===== src/common/vec_pack_pkg.sv =====
package vec_pack_pkg;

	// Register byte offsets on the AXI4-Lite port.
	localparam logic [3:0] CTRL_OFS    = 4'h0;
	localparam logic [3:0] STATUS_OFS  = 4'h4;
	localparam logic [3:0] VEC_CNT_OFS = 4'h8;
	localparam logic [3:0] ERR_CNT_OFS = 4'hc;
	localparam logic       CTRL_EN_RST = 1'b1;
	localparam int         CTRL_EN_BIT = 0;

	// AXI response codes.
	localparam logic [1:0] RESP_OKAY   = 2'h0;
	localparam logic [1:0] RESP_DECERR = 2'h3;

	// Vector kinds as offered by the decoder.
	localparam logic [1:0] KIND_SECURE = 2'h0;
	localparam logic [1:0] KIND_ALPHA  = 2'h1;
	localparam logic [1:0] KIND_HEX    = 2'h2;
	localparam logic [1:0] KIND_INSTR  = 2'h3;

	// Vector type codes placed in byte 2 bits 2 to 0.
	localparam logic [2:0] VT_SECURE = 3'h0;
	localparam logic [2:0] VT_ALPHA  = 3'h5;
	localparam logic [2:0] VT_HEX    = 3'h6;
	localparam logic [2:0] VT_INSTR  = 3'h1;

	// Instruction types.
	localparam logic [2:0] IT_TADDR     = 3'h0;
	localparam logic [2:0] IT_EVENTS    = 3'h1;
	localparam logic [2:0] IT_TADDR_SEQ = 3'h2;

	// Field positions inside a packet word.
	localparam int ERR_BIT  = 23;
	localparam int PH_LSB   = 21;
	localparam int VT_LSB   = 16;
	localparam int WN_LSB   = 24;

	// Validity ranges and error threshold.
	localparam logic [6:0] WN_MIN    = 7'h02;
	localparam logic [6:0] WN_MAX    = 7'h57;
	localparam logic [6:0] CNT_MIN   = 7'h01;
	localparam logic [6:0] CNT_MAX   = 7'h55;
	localparam logic [6:0] START_MIN = 7'h03;
	localparam logic [6:0] START_MAX = 7'h57;
	localparam logic [2:0] ERR_LIMIT = 3'h2;

endpackage


===== src/common/vec_pack_if.sv =====
`timescale 1ns/100ps
interface vec_pack_if;
	logic [1:0]  kind;
	logic [6:0]  wn;
	logic [1:0]  phase;
	logic [2:0]  bit_errs;
	logic        check_fail;
	logic [6:0]  count;
	logic [6:0]  start;
	logic [2:0]  itype;
	logic [3:0]  taddr;
	logic [6:0]  frame;
	logic [5:0]  message_sequence_number;
	logic [10:0] events;
	logic [6:0]  msg_wn;
	logic [1:0]  msg_phase;
	logic [2:0]  msg_bit_errs;
	logic [20:0] msg_info;
	logic [31:0] vec_word;
	logic        vec_err;
	logic [31:0] msg_word;

	modport owner (output kind, wn, phase, bit_errs, check_fail, count, start, itype,
		taddr, frame, message_sequence_number, events, msg_wn, msg_phase, msg_bit_errs,
		msg_info, input vec_word, vec_err, msg_word);
	modport packer (input kind, wn, phase, bit_errs, check_fail, count, start, itype,
		taddr, frame, message_sequence_number, events, msg_wn, msg_phase, msg_bit_errs,
		msg_info, output vec_word, vec_err, msg_word);
endinterface


===== src/rtl/vec_word_packer.sv =====
`timescale 1ns/100ps
module vec_word_packer
(
	// Fields in, packed words out.
	vec_pack_if.packer pk
);
	function automatic logic in_range(input logic [6:0] v, input logic [6:0] lo,
		input logic [6:0] hi);
		in_range = (v >= lo) && (v <= hi);
	endfunction

	logic        is_instr;
	logic        bad_value;
	logic [2:0]  vtype;
	logic [10:0] data;
	logic [15:0] low_half;

	assign is_instr = (pk.kind == vec_pack_pkg::KIND_INSTR);

	// For vectors other than instructions, a word position, count or start outside its legal range marks the vector invalid.
	assign bad_value = !in_range(pk.wn, vec_pack_pkg::WN_MIN, vec_pack_pkg::WN_MAX) ||
		(!is_instr && (!in_range(pk.count, vec_pack_pkg::CNT_MIN, vec_pack_pkg::CNT_MAX) ||
		!in_range(pk.start, vec_pack_pkg::START_MIN, vec_pack_pkg::START_MAX)));

	always_comb
	begin
		unique case (pk.kind)
			vec_pack_pkg::KIND_SECURE: vtype = vec_pack_pkg::VT_SECURE;
			vec_pack_pkg::KIND_ALPHA:  vtype = vec_pack_pkg::VT_ALPHA;
			vec_pack_pkg::KIND_HEX:    vtype = vec_pack_pkg::VT_HEX;
			vec_pack_pkg::KIND_INSTR:  vtype = vec_pack_pkg::VT_INSTR;
		endcase
	end

	always_comb
	begin
		case (pk.itype)
			vec_pack_pkg::IT_TADDR:     data = {pk.taddr, pk.frame};
			vec_pack_pkg::IT_TADDR_SEQ: data = {pk.taddr, pk.frame[6],
				pk.message_sequence_number};
			default:                    data = pk.events;
		endcase
	end

	always_comb
	begin
		if (is_instr)
		begin
			pk.vec_err = (pk.bit_errs > vec_pack_pkg::ERR_LIMIT) || pk.check_fail;
			low_half   = {2'h0, data, pk.itype};
		end
		else
		begin
			pk.vec_err = (pk.bit_errs > vec_pack_pkg::ERR_LIMIT) || pk.check_fail ||
				bad_value;
			low_half   = {2'h0, pk.count, pk.start};
		end
	end

	// Unused bits are driven as zero so a packet never depends on stale state.
	assign pk.vec_word = {1'b0, pk.wn, pk.vec_err, pk.phase, 2'h0, vtype, low_half};
	assign pk.msg_word = {1'b0, pk.msg_wn, pk.msg_bit_errs > vec_pack_pkg::ERR_LIMIT,
		pk.msg_phase, pk.msg_info};
endmodule


===== src/rtl/vec_packet_framer.sv =====
// The implementer's own choices: the address map and the AXI4-Lite register port.
`timescale 1ns/100ps
module vec_packet_framer
(
	// Clock and reset.
	input  wire logic        sys_clk,
	input  wire logic        rst,
	// Vector from the decoder.
	input  wire logic        vec_valid,
	output      logic        vec_ready,
	input  wire logic [1:0]  vec_kind,
	input  wire logic [6:0]  vec_frame_word_index,
	input  wire logic [1:0]  vec_phase,
	input  wire logic [2:0]  vec_bit_errs,
	input  wire logic        vec_check_fail,
	input  wire logic        vec_long,
	input  wire logic [6:0]  vec_count,
	input  wire logic [6:0]  vec_start,
	input  wire logic [2:0]  vec_itype,
	input  wire logic [3:0]  vec_taddr,
	input  wire logic [6:0]  vec_frame,
	input  wire logic [5:0]  vec_message_sequence_number,
	input  wire logic [10:0] vec_events,
	// Message words from the decoder.
	input  wire logic        msg_valid,
	output      logic        msg_ready,
	input  wire logic [1:0]  msg_phase,
	input  wire logic [2:0]  msg_bit_errs,
	input  wire logic [20:0] msg_info,
	// Packets to the host.
	output      logic        pkt_valid,
	input  wire logic        pkt_ready,
	output      logic [31:0] pkt_data,
	// AXI4-Lite slave.
	input  wire logic        awvalid,
	output      logic        awready,
	input  wire logic [3:0]  awaddr,
	input  wire logic        wvalid,
	output      logic        wready,
	input  wire logic [31:0] wdata,
	input  wire logic [3:0]  wstrb,
	output      logic        bvalid,
	input  wire logic        bready,
	output      logic [1:0]  bresp,
	input  wire logic        arvalid,
	output      logic        arready,
	input  wire logic [3:0]  araddr,
	output      logic        rvalid,
	input  wire logic        rready,
	output      logic [31:0] rdata,
	output      logic [1:0]  rresp
);
	typedef enum logic [2:0] {IDLE, VEC_LOAD, VEC_WAIT, MSG_TAKE, MSG_LOAD, MSG_WAIT} state_type;

	state_type   state_r;
	vec_pack_if  pk ();
	logic        vec_ready_r, msg_ready_r, pkt_valid_r, long_r, err_r, first_msg_r, vchk_r;
	logic        enable_r, aw_got_r, w_got_r, awready_r, wready_r, bvalid_r, arready_r;
	logic        rvalid_r, vec_take, msg_take, pkt_take;
	logic [1:0]  kind_r, vph_r, mph_r, bresp_r, rresp_r;
	logic [2:0]  verr_r, itype_r, merr_r;
	logic [3:0]  taddr_r, awaddr_r, wstrb_r;
	logic [5:0]  seq_r;
	logic [6:0]  remaining_r, next_wn_r, vwn_r, cnt_r, start_r, frame_r, mwn_r;
	logic [10:0] events_r;
	logic [20:0] minfo_r;
	logic [31:0] pkt_data_r, vec_cnt_r, err_cnt_r, wdata_r, rdata_r;

	assign vec_take = vec_valid && vec_ready_r;
	assign msg_take = msg_valid && msg_ready_r;
	assign pkt_take = pkt_valid_r && pkt_ready;

	assign {pk.kind, pk.wn, pk.phase, pk.bit_errs} = {kind_r, vwn_r, vph_r, verr_r};
	assign {pk.check_fail, pk.count, pk.start, pk.itype} = {vchk_r, cnt_r, start_r, itype_r};
	assign {pk.taddr, pk.frame, pk.message_sequence_number} = {taddr_r, frame_r, seq_r};
	assign {pk.events, pk.msg_wn, pk.msg_phase} = {events_r, mwn_r, mph_r};
	assign {pk.msg_bit_errs, pk.msg_info} = {merr_r, minfo_r};

	vec_word_packer u_packer (.pk(pk));

	// Vector fields are captured so the packet cannot change while the host reads it.
	always_ff @(posedge sys_clk or posedge rst)
	begin
		if (rst)
		begin
			{kind_r, vwn_r, vph_r, verr_r, vchk_r, long_r} <= '0;
			{cnt_r, start_r, itype_r, taddr_r, frame_r, seq_r, events_r} <= '0;
		end
		else if (vec_take)
		begin
			{kind_r, vwn_r, vph_r} <= {vec_kind, vec_frame_word_index, vec_phase};
			{verr_r, vchk_r, long_r} <= {vec_bit_errs, vec_check_fail, vec_long};
			{cnt_r, start_r, itype_r} <= {vec_count, vec_start, vec_itype};
			{taddr_r, frame_r, seq_r} <= {vec_taddr, vec_frame, vec_message_sequence_number};
			events_r <= vec_events;
		end
	end

	always_ff @(posedge sys_clk or posedge rst)
	begin
		if (rst)
			{mph_r, merr_r, minfo_r, mwn_r} <= '0;
		else if (msg_take)
		begin
			{mph_r, merr_r, minfo_r} <= {msg_phase, msg_bit_errs, msg_info};
			mwn_r <= next_wn_r;
		end
	end

	// Sequencer: vector packet, then its message packets.
	always_ff @(posedge sys_clk or posedge rst)
	begin
		if (rst)
		begin
			state_r <= IDLE;
			{vec_ready_r, msg_ready_r, pkt_valid_r, err_r, first_msg_r} <= '0;
			{pkt_data_r, remaining_r, next_wn_r} <= '0;
		end
		else
		begin
			unique case (state_r)
				IDLE:
				begin
					vec_ready_r <= enable_r && !vec_take;
					if (vec_take)
						state_r <= VEC_LOAD;
				end
				VEC_LOAD:
				begin
					pkt_data_r  <= pk.vec_word;
					pkt_valid_r <= 1'b1;
					err_r       <= pk.vec_err;
					first_msg_r <= long_r;
					next_wn_r   <= long_r ? 7'(vwn_r + 7'h01) : start_r;
					if (pk.vec_err)
						remaining_r <= '0;
					else if (kind_r == vec_pack_pkg::KIND_INSTR)
						remaining_r <= {6'h00, long_r};
					else
						remaining_r <= cnt_r;
					state_r <= VEC_WAIT;
				end
				VEC_WAIT, MSG_WAIT:
					if (pkt_take)
					begin
						pkt_valid_r <= 1'b0;
						if (remaining_r == 7'h00)
							state_r <= IDLE;
						else
						begin
							msg_ready_r <= 1'b1;
							state_r     <= MSG_TAKE;
						end
					end
				MSG_TAKE:
					if (msg_take)
					begin
						msg_ready_r <= 1'b0;
						remaining_r <= 7'(remaining_r - 7'h01);
						first_msg_r <= 1'b0;
						next_wn_r   <= first_msg_r ? start_r : 7'(next_wn_r + 7'h01);
						state_r     <= MSG_LOAD;
					end
				MSG_LOAD:
				begin
					pkt_data_r  <= pk.msg_word;
					pkt_valid_r <= 1'b1;
					state_r     <= MSG_WAIT;
				end
			endcase
		end
	end

	// Event counters seen by software; they wrap rather than saturate.
	always_ff @(posedge sys_clk or posedge rst)
	begin
		if (rst)
			{vec_cnt_r, err_cnt_r} <= '0;
		else if (state_r == VEC_LOAD)
		begin
			vec_cnt_r <= vec_cnt_r + 32'h1;
			if (pk.vec_err)
				err_cnt_r <= err_cnt_r + 32'h1;
		end
	end

	// Write channel: address and data taken in either order.
	always_ff @(posedge sys_clk or posedge rst)
	begin
		if (rst)
		begin
			{aw_got_r, w_got_r, awready_r, wready_r, bvalid_r} <= '0;
			{awaddr_r, wdata_r, wstrb_r, bresp_r} <= '0;
			enable_r <= vec_pack_pkg::CTRL_EN_RST;
		end
		else
		begin
			awready_r <= !aw_got_r && !(awvalid && awready_r) && !bvalid_r;
			wready_r  <= !w_got_r && !(wvalid && wready_r) && !bvalid_r;
			if (awvalid && awready_r)
			begin
				aw_got_r <= 1'b1;
				awaddr_r <= awaddr;
			end
			if (wvalid && wready_r)
			begin
				w_got_r <= 1'b1;
				wdata_r <= wdata;
				wstrb_r <= wstrb;
			end
			if (aw_got_r && w_got_r && !bvalid_r)
			begin
				{aw_got_r, w_got_r, bvalid_r} <= 3'h1;
				bresp_r <= vec_pack_pkg::RESP_OKAY;
				unique case (awaddr_r)
					vec_pack_pkg::CTRL_OFS:
						if (wstrb_r[0])
							enable_r <= wdata_r[vec_pack_pkg::CTRL_EN_BIT];
					vec_pack_pkg::STATUS_OFS, vec_pack_pkg::VEC_CNT_OFS,
					vec_pack_pkg::ERR_CNT_OFS: ;
					default: bresp_r <= vec_pack_pkg::RESP_DECERR;
				endcase
			end
			else if (bvalid_r && bready)
				bvalid_r <= 1'b0;
		end
	end

	// Read channel.
	always_ff @(posedge sys_clk or posedge rst)
	begin
		if (rst)
			{arready_r, rvalid_r, rdata_r, rresp_r} <= '0;
		else
		begin
			arready_r <= !rvalid_r && !(arvalid && arready_r);
			if (arvalid && arready_r)
			begin
				rvalid_r <= 1'b1;
				rresp_r  <= vec_pack_pkg::RESP_OKAY;
				unique case (araddr)
					vec_pack_pkg::CTRL_OFS:    rdata_r <= {31'h0, enable_r};
					vec_pack_pkg::STATUS_OFS:  rdata_r <= {20'h0, remaining_r, err_r,
						1'b0, 3'(state_r)};
					vec_pack_pkg::VEC_CNT_OFS: rdata_r <= vec_cnt_r;
					vec_pack_pkg::ERR_CNT_OFS: rdata_r <= err_cnt_r;
					default:
					begin
						rdata_r <= '0;
						rresp_r <= vec_pack_pkg::RESP_DECERR;
					end
				endcase
			end
			else if (rvalid_r && rready)
				rvalid_r <= 1'b0;
		end
	end

	assign vec_ready = vec_ready_r;
	assign msg_ready = msg_ready_r;
	assign pkt_valid = pkt_valid_r;
	assign pkt_data  = pkt_data_r;
	assign awready   = awready_r;
	assign wready    = wready_r;
	assign bvalid    = bvalid_r;
	assign bresp     = bresp_r;
	assign arready   = arready_r;
	assign rvalid    = rvalid_r;
	assign rdata     = rdata_r;
	assign rresp     = rresp_r;
endmodule


===== config.mk =====
export PLATFORM = sky130hd
export DESIGN_NAME = vec_packet_framer
export DESIGN_NICKNAME = d
export VERILOG_FILES = /design/src/common/vec_pack_pkg.sv /design/src/common/vec_pack_if.sv /design/src/rtl/vec_word_packer.sv /design/src/rtl/vec_packet_framer.sv
export SDC_FILE = /design/constraint.sdc
export NUM_CORES = 1
export LEC_CHECK = 0
export ABC_AREA = 1
export CAP_MARGIN = 10
export CORE_MARGIN = 4
export CORE_UTILIZATION = 60
export CTS_BUF_LIST = sky130_fd_sc_hd__clkbuf_8 sky130_fd_sc_hd__clkbuf_16
export CTS_CLUSTER_SIZE = 25
export DETAILED_ROUTE_END_ITERATION = 8
export DONT_BUFFER_PORTS = 1
export PLACE_DENSITY = 0.81
export RECOVER_POWER = 25
export SETUP_SLACK_MARGIN = 0.2
export SYNTH_ARGS = -nofsm -noshare
export SYNTH_HDL_FRONTEND = slang
export SYNTH_SLANG_ARGS = --single-unit

===== constraint.sdc =====
create_clock -name sys_clk -period 10.4 [get_ports sys_clk]
set_input_delay 1.56 -clock sys_clk [delete_from_list [all_inputs] [get_ports sys_clk]]
set_output_delay 1.56 -clock sys_clk [all_outputs]
set_load 0.1 [all_outputs]

Yosys cells after proc, flatten, opt, wreduce, memory -nomap -nowiden
Index checks and enable logic that the tools add are counted.
{"block": "op_classes", "n_reduce_logical": 60, "eq_ne": 19, "n_mux": 36, "order_cmp": 8, "n_addsub": 5}
{"op": "32-bit one-hot mux with 4 select lines", "n": 1}
{"op": "32-bit by 1-bit adder with 32-bit output (second input constant)", "n": 2}
{"op": "32-bit one-hot mux with 2 select lines", "n": 1}
{"op": "7-bit 2-to-1 mux", "n": 6}
{"op": "7-bit one-hot mux with 2 select lines", "n": 2}
{"op": "11-bit one-hot mux with 2 select lines", "n": 1}
{"op": "7-bit less-or-equal comparator (second input constant)", "n": 3}
{"op": "1-bit logical AND", "n": 20}
{"op": "4-bit equality test (second input constant)", "n": 4}
{"op": "2-bit nonzero test", "n": 8}
{"op": "3-bit one-hot mux with 5 select lines", "n": 1}
{"op": "7-bit by 1-bit adder with 7-bit output (second input constant)", "n": 2}
{"op": "7-bit by 2-bit greater-or-equal comparator with 1-bit output (second input constant)", "n": 2}
{"op": "14-bit 2-to-1 mux", "n": 1}
{"op": "1-bit 2-to-1 mux", "n": 13}
{"op": "1-bit logical NOT", "n": 12}
{"op": "3-bit one-hot mux with 4 select lines", "n": 1}
{"op": "3-bit by 2-bit equality test with 1-bit output (second input constant)", "n": 3}
{"op": "3-bit 2-to-1 mux", "n": 3}
{"op": "4-bit by 3-bit equality test with 1-bit output (second input constant)", "n": 2}
{"op": "4-bit logical NOT", "n": 2}
{"op": "2-bit != test (second input constant)", "n": 4}
{"op": "4-bit OR reduction", "n": 2}
{"op": "7-bit by 1-bit greater-or-equal comparator with 1-bit output (second input constant)", "n": 1}
{"op": "16 further kinds", "n": 31}
{"block": "totals", "regBits": 262, "elab_cells": 170, "in_bits": 141}

Longest topological paths before layout
{"block": "depth", "depth_word": 10, "depth_mapped": 15}

Hierarchy
A second synthesis with hierarchy kept.
{"block": "hier_totals", "cells_unflattened": 1823, "area_unflattened_um2": 13460.4}
{"module": "vec_packet_framer", "area_per_inst_um2": 12515.8, "n_inst": 1, "cells_per_inst": 1664, "seq_area_each_um2": 6507.5}
{"module": "vec_word_packer", "area_per_inst_um2": 944.7, "n_inst": 1, "cells_per_inst": 159, "seq_area_each_um2": 0.0}

Worst setup path after synthesis
No wires, ideal clock.
{"block": "synth_path", "path_kind": "reg2out", "start": "register rresp[0] (netlist name)", "end": "output rresp[1]", "t_arrival_ps": 1340, "path_slack_ps": 7500, "path_stages_with_launch": 2, "cell_sequence": "dfrtp_1 buf_4"}
{"item": "end, declared", "line": "vec_packet_framer.sv:51", "source": "output logic [1:0] rresp"}

Worst setup path in the final report
{"block": "layout_path", "start": "register state_r[1]", "end": "register vec_cnt_r[21]"}
{"block": "layout_via", "elab_chain_cells": 1}
{"item": "start, declared", "line": "vec_packet_framer.sv:55", "source": "state_type state_r;"}
{"item": "start signal, assigned", "line": "vec_packet_framer.sv:115", "source": "state_r <= IDLE;"}
{"item": "start signal, assigned", "line": "vec_packet_framer.sv:126", "source": "state_r <= VEC_LOAD;"}
{"item": "start signal, assigned", "line": "vec_packet_framer.sv:141", "source": "state_r <= VEC_WAIT;"}
{"item": "3-bit by 1-bit equality test with 1-bit output", "line": "vec_packet_framer.sv:179", "source": "else if (state_r == VEC_LOAD)"}
{"item": "end signal, assigned", "line": "vec_packet_framer.sv:181", "source": "vec_cnt_r <= vec_cnt_r + 32'h1;"}
{"item": "end, declared", "line": "vec_packet_framer.sv:67", "source": "logic [31:0] pkt_data_r, vec_cnt_r, err_cnt_r, wdata_r, rdata_r;"}
No other way between the ends.
A chain may end at the register's enable or synchronous reset.

==> results.cfg <==
[floorplan]
core_mm2 = 0.02096
ios = 217
num_rows = 53
fp.dieH_um = 153.9
die_area_mm2 = 0.02367
start_util_pct = 60.92
chipWidth_um = 153.9

[critical_path]
cp_slowest_cell = nor2_1
crit_path_start_kind = register
cp_slowest_stage_delay_ns = 3.28
crit_fanout = 60
crit_family = simple AND/OR/NAND/NOR gates
path_common_cell = nand2_1
critPathBufInv = 2
setup.worst_path.class = reg -> reg
path_cells = inv_1, nand2_1, nor2_1, inv_2, nor3_4, nand2_1, nor2_1, nand2_1, xor2_1
worst_ep_arrival_time_ns = 6.83
cp.required_ns = 10.82
crit_path_end_kind = register

[global_route]
grt_first_pass_wirelength_mm = 54.25
first_global_vias = 10540
track_usage_pct = 27.84
grt_max_degree = 114
antenna_found_initial = 1
grt_overflow = 0

[yosys]
synth_warnings = 0
syn_area_per_cell_um2 = 7.728
ys_types = 43
synth_cells = 1652
ys_ff_latch = 259
syn_nets = 1804
synth-main-ff-cell = dfrtp_1
synthArstFlopShare_pct = 100.0
synth_edf_count = 0
synth_area_mm2 = 0.01277
ys_seq_area_share_pct = 50.78

[min_path]
hold_path_class = reg -> reg

[detailed_routing]
firstDrtPassIters = 6
viasPerCell = 5.653
wirelength_mm = 33.29
drt_iter0_drc = 946
via_count = 10890
drc_errors = 0
ant_nets = 0
post_drt_wl_per_cell_um = 17.28

[timing]
holdWs_ns = 0.4725
min_period_ns = 6.409
hold_viol = 0
post-route-period-util_pct = 61.63
relSlewSlack_pct = -225.6
worst_slack_ns = 3.991
fin_skew_ns = 0.01664
setup_viol = 0
clock.fmax_ghz = 0.1560
rsz0062_at_grt = false
slew_viol_final = 265
tightest_slew_ns = 4.857
fin_tns_setup_ns = 0

[pwr]
intPower_mw = 2.196
p_comb_share_pct = 25.9
leakagePower_nw = 6.775
seqPwrFrac_pct = 51.3
pwr-share-clk_pct = 22.8
switchingPower_mw = 1.959
ir_drop_uv = 229.7
power_density_mw_per_mm2 = 301.4
finalPower_mw = 4.154
switching_share_pct = 47.15

[clock_network]
clockBufferDepth = 3
hold_buffers = 0
postCtsSetupRepairBufs = 0
clkTransAtPathRegs_ns = 0.06
h-tree-depth = 1
cts_tree = done
clk-insertion-delay-late_ns = 0.54
root_buffer = clkbuf_16
cts_num_sinks = 259
cts_resized = 0
cts_made_buffers = 28

[place]
placed_cells = 1875
port_buffers = 0
gp_congestion = 0.9391
hpwl_mm = 23.28
place_ws_ns = 6.249
postPlaceCellArea_mm2 = 0.01292

[run]
drv_cap = 4

[cells_and_area]
utilization_pct = 65.77
area_growth_pct = 7.959
diodes = 0
layout_common_cells = nand2_1 (654), dfrtp_1 (256), inv_1 (143)
layout_commonest_cell = nand2_1
final.fill_count = 1767
stdcell_area_mm2 = 0.01378
final_cells = 1927
nNetsFinal = 1783
drive_gt1_share_pct = 4.237

[status]
status = complete, but fails checks
violations = capacitance limit, slew limit
[routing by layer]
layer | track usage, % | wire length (um) | vias up
met5 | 0 | 13 | -
met4 | 10.64 | 1491 | 2
met3 | 4.982 | 2497 | 105
met2 | 45.58 | 15860 | 436
met1 | 37.38 | 13430 | 5150
li1 | - | - | 5201
[synthesized netlist by cell type, types with 8 or more instances]
library cell / number / share of area (%)
a21oi_1: 39 / 1.5
a31oi_1: 8 / 0.39
buf_1: 9 / 0.26
buf_2: 10 / 0.39
clkbuf_1: 35 / 1.0
dfrtp_1: 258 / 51
ha_1: 11 / 1.1
inv_1: 132 / 3.9
nand2_1: 653 / 19
nand3_1: 86 / 3.4
nand4_1: 13 / 0.64
nor2_1: 120 / 3.5
nor3_1: 26 / 1.0
o211ai_1: 15 / 0.88
o21ai_0: 105 / 4.1
o22ai_1: 26 / 1.3
xor2_1: 51 / 3.5
[area by class of cell]
class	count	area (um^2)	share of cell area (%)
Inverter	143	538.0	3.904
Timing Repair Buffer	8	61.31	0.4448
Sequential cell	259	6485	47.05
Tap cell	275	344.1	2.497
Clock buffer	33	780.7	5.665
Clock inverter	18	101.3	0.7354
Multi-Input combinational cell	1191	5472	39.70
[final timing paths]
path / startpoint / to / slack [ns] / depth (start not counted)
max: state_r[1] / vec_cnt_r[21] / 3.99 / 9
min: vec_cnt_r[31] / vec_cnt_r[31] / 0.47 / 1
max reg2reg: state_r[1] / vec_cnt_r[21] / 3.99 / 9
min reg2reg: vec_cnt_r[31] / vec_cnt_r[31] / 0.47 / 1
max in group asynchronous: rst / rresp[0] / 4.54 / 3
min in group asynchronous: rst / pkt_data[21] / 2.41 / 1
[logic make-up (layout without fill, tap and decap cells)]
kind of cell	count (synthesis)	in the layout	share of synthesized area (%)
adders and majority gates	11	11	1.078
other	1	1	0.02937
DFF	259	259	50.78
AOI/OAI and AO/OA	205	205	8.968
xor gates and xnor gates	55	55	3.773
and+or+nand+nor	919	919	29.16
buffers and inverters	202	202	6.214
[power groups by stage]
stage,logic (mW),registers (mW),clock network (mW)
4_1_cts,1.07,2.13,0.954
3_3_place_gp,1.02,2.13,0
3_5_place_dp,1.06,2.14,0
5_1_grt,1.23,2.17,1.00
2_1_floorplan,0.878,2.03,0
6_report,1.08,2.13,0.946
[flip-flops by register name, indices dropped and copies added (netlist names), 7 cells and up]
register and cells:
minfo_r 21, mwn_r 7, frame_r 7, pkt_data 31
remaining_r 7, vec_cnt_r 32, cnt_r 7, err_cnt_r 32
pk.start 7, rdata 32, events_r 11, next_wn_r 7
pk.wn 7
[worst reg2reg max path: stages (launching register included)]
cell and delay (ns):
dfrtp_1 0.40, inv_1 0.11, nand2_1 0.09, nor2_1 3.28
inv_2 1.19, nor3_4 0.63, nand2_1 0.16, nor2_1 0.19
nand2_1 0.09, xor2_1 0.15
Power figures use the tool's default switching activity.
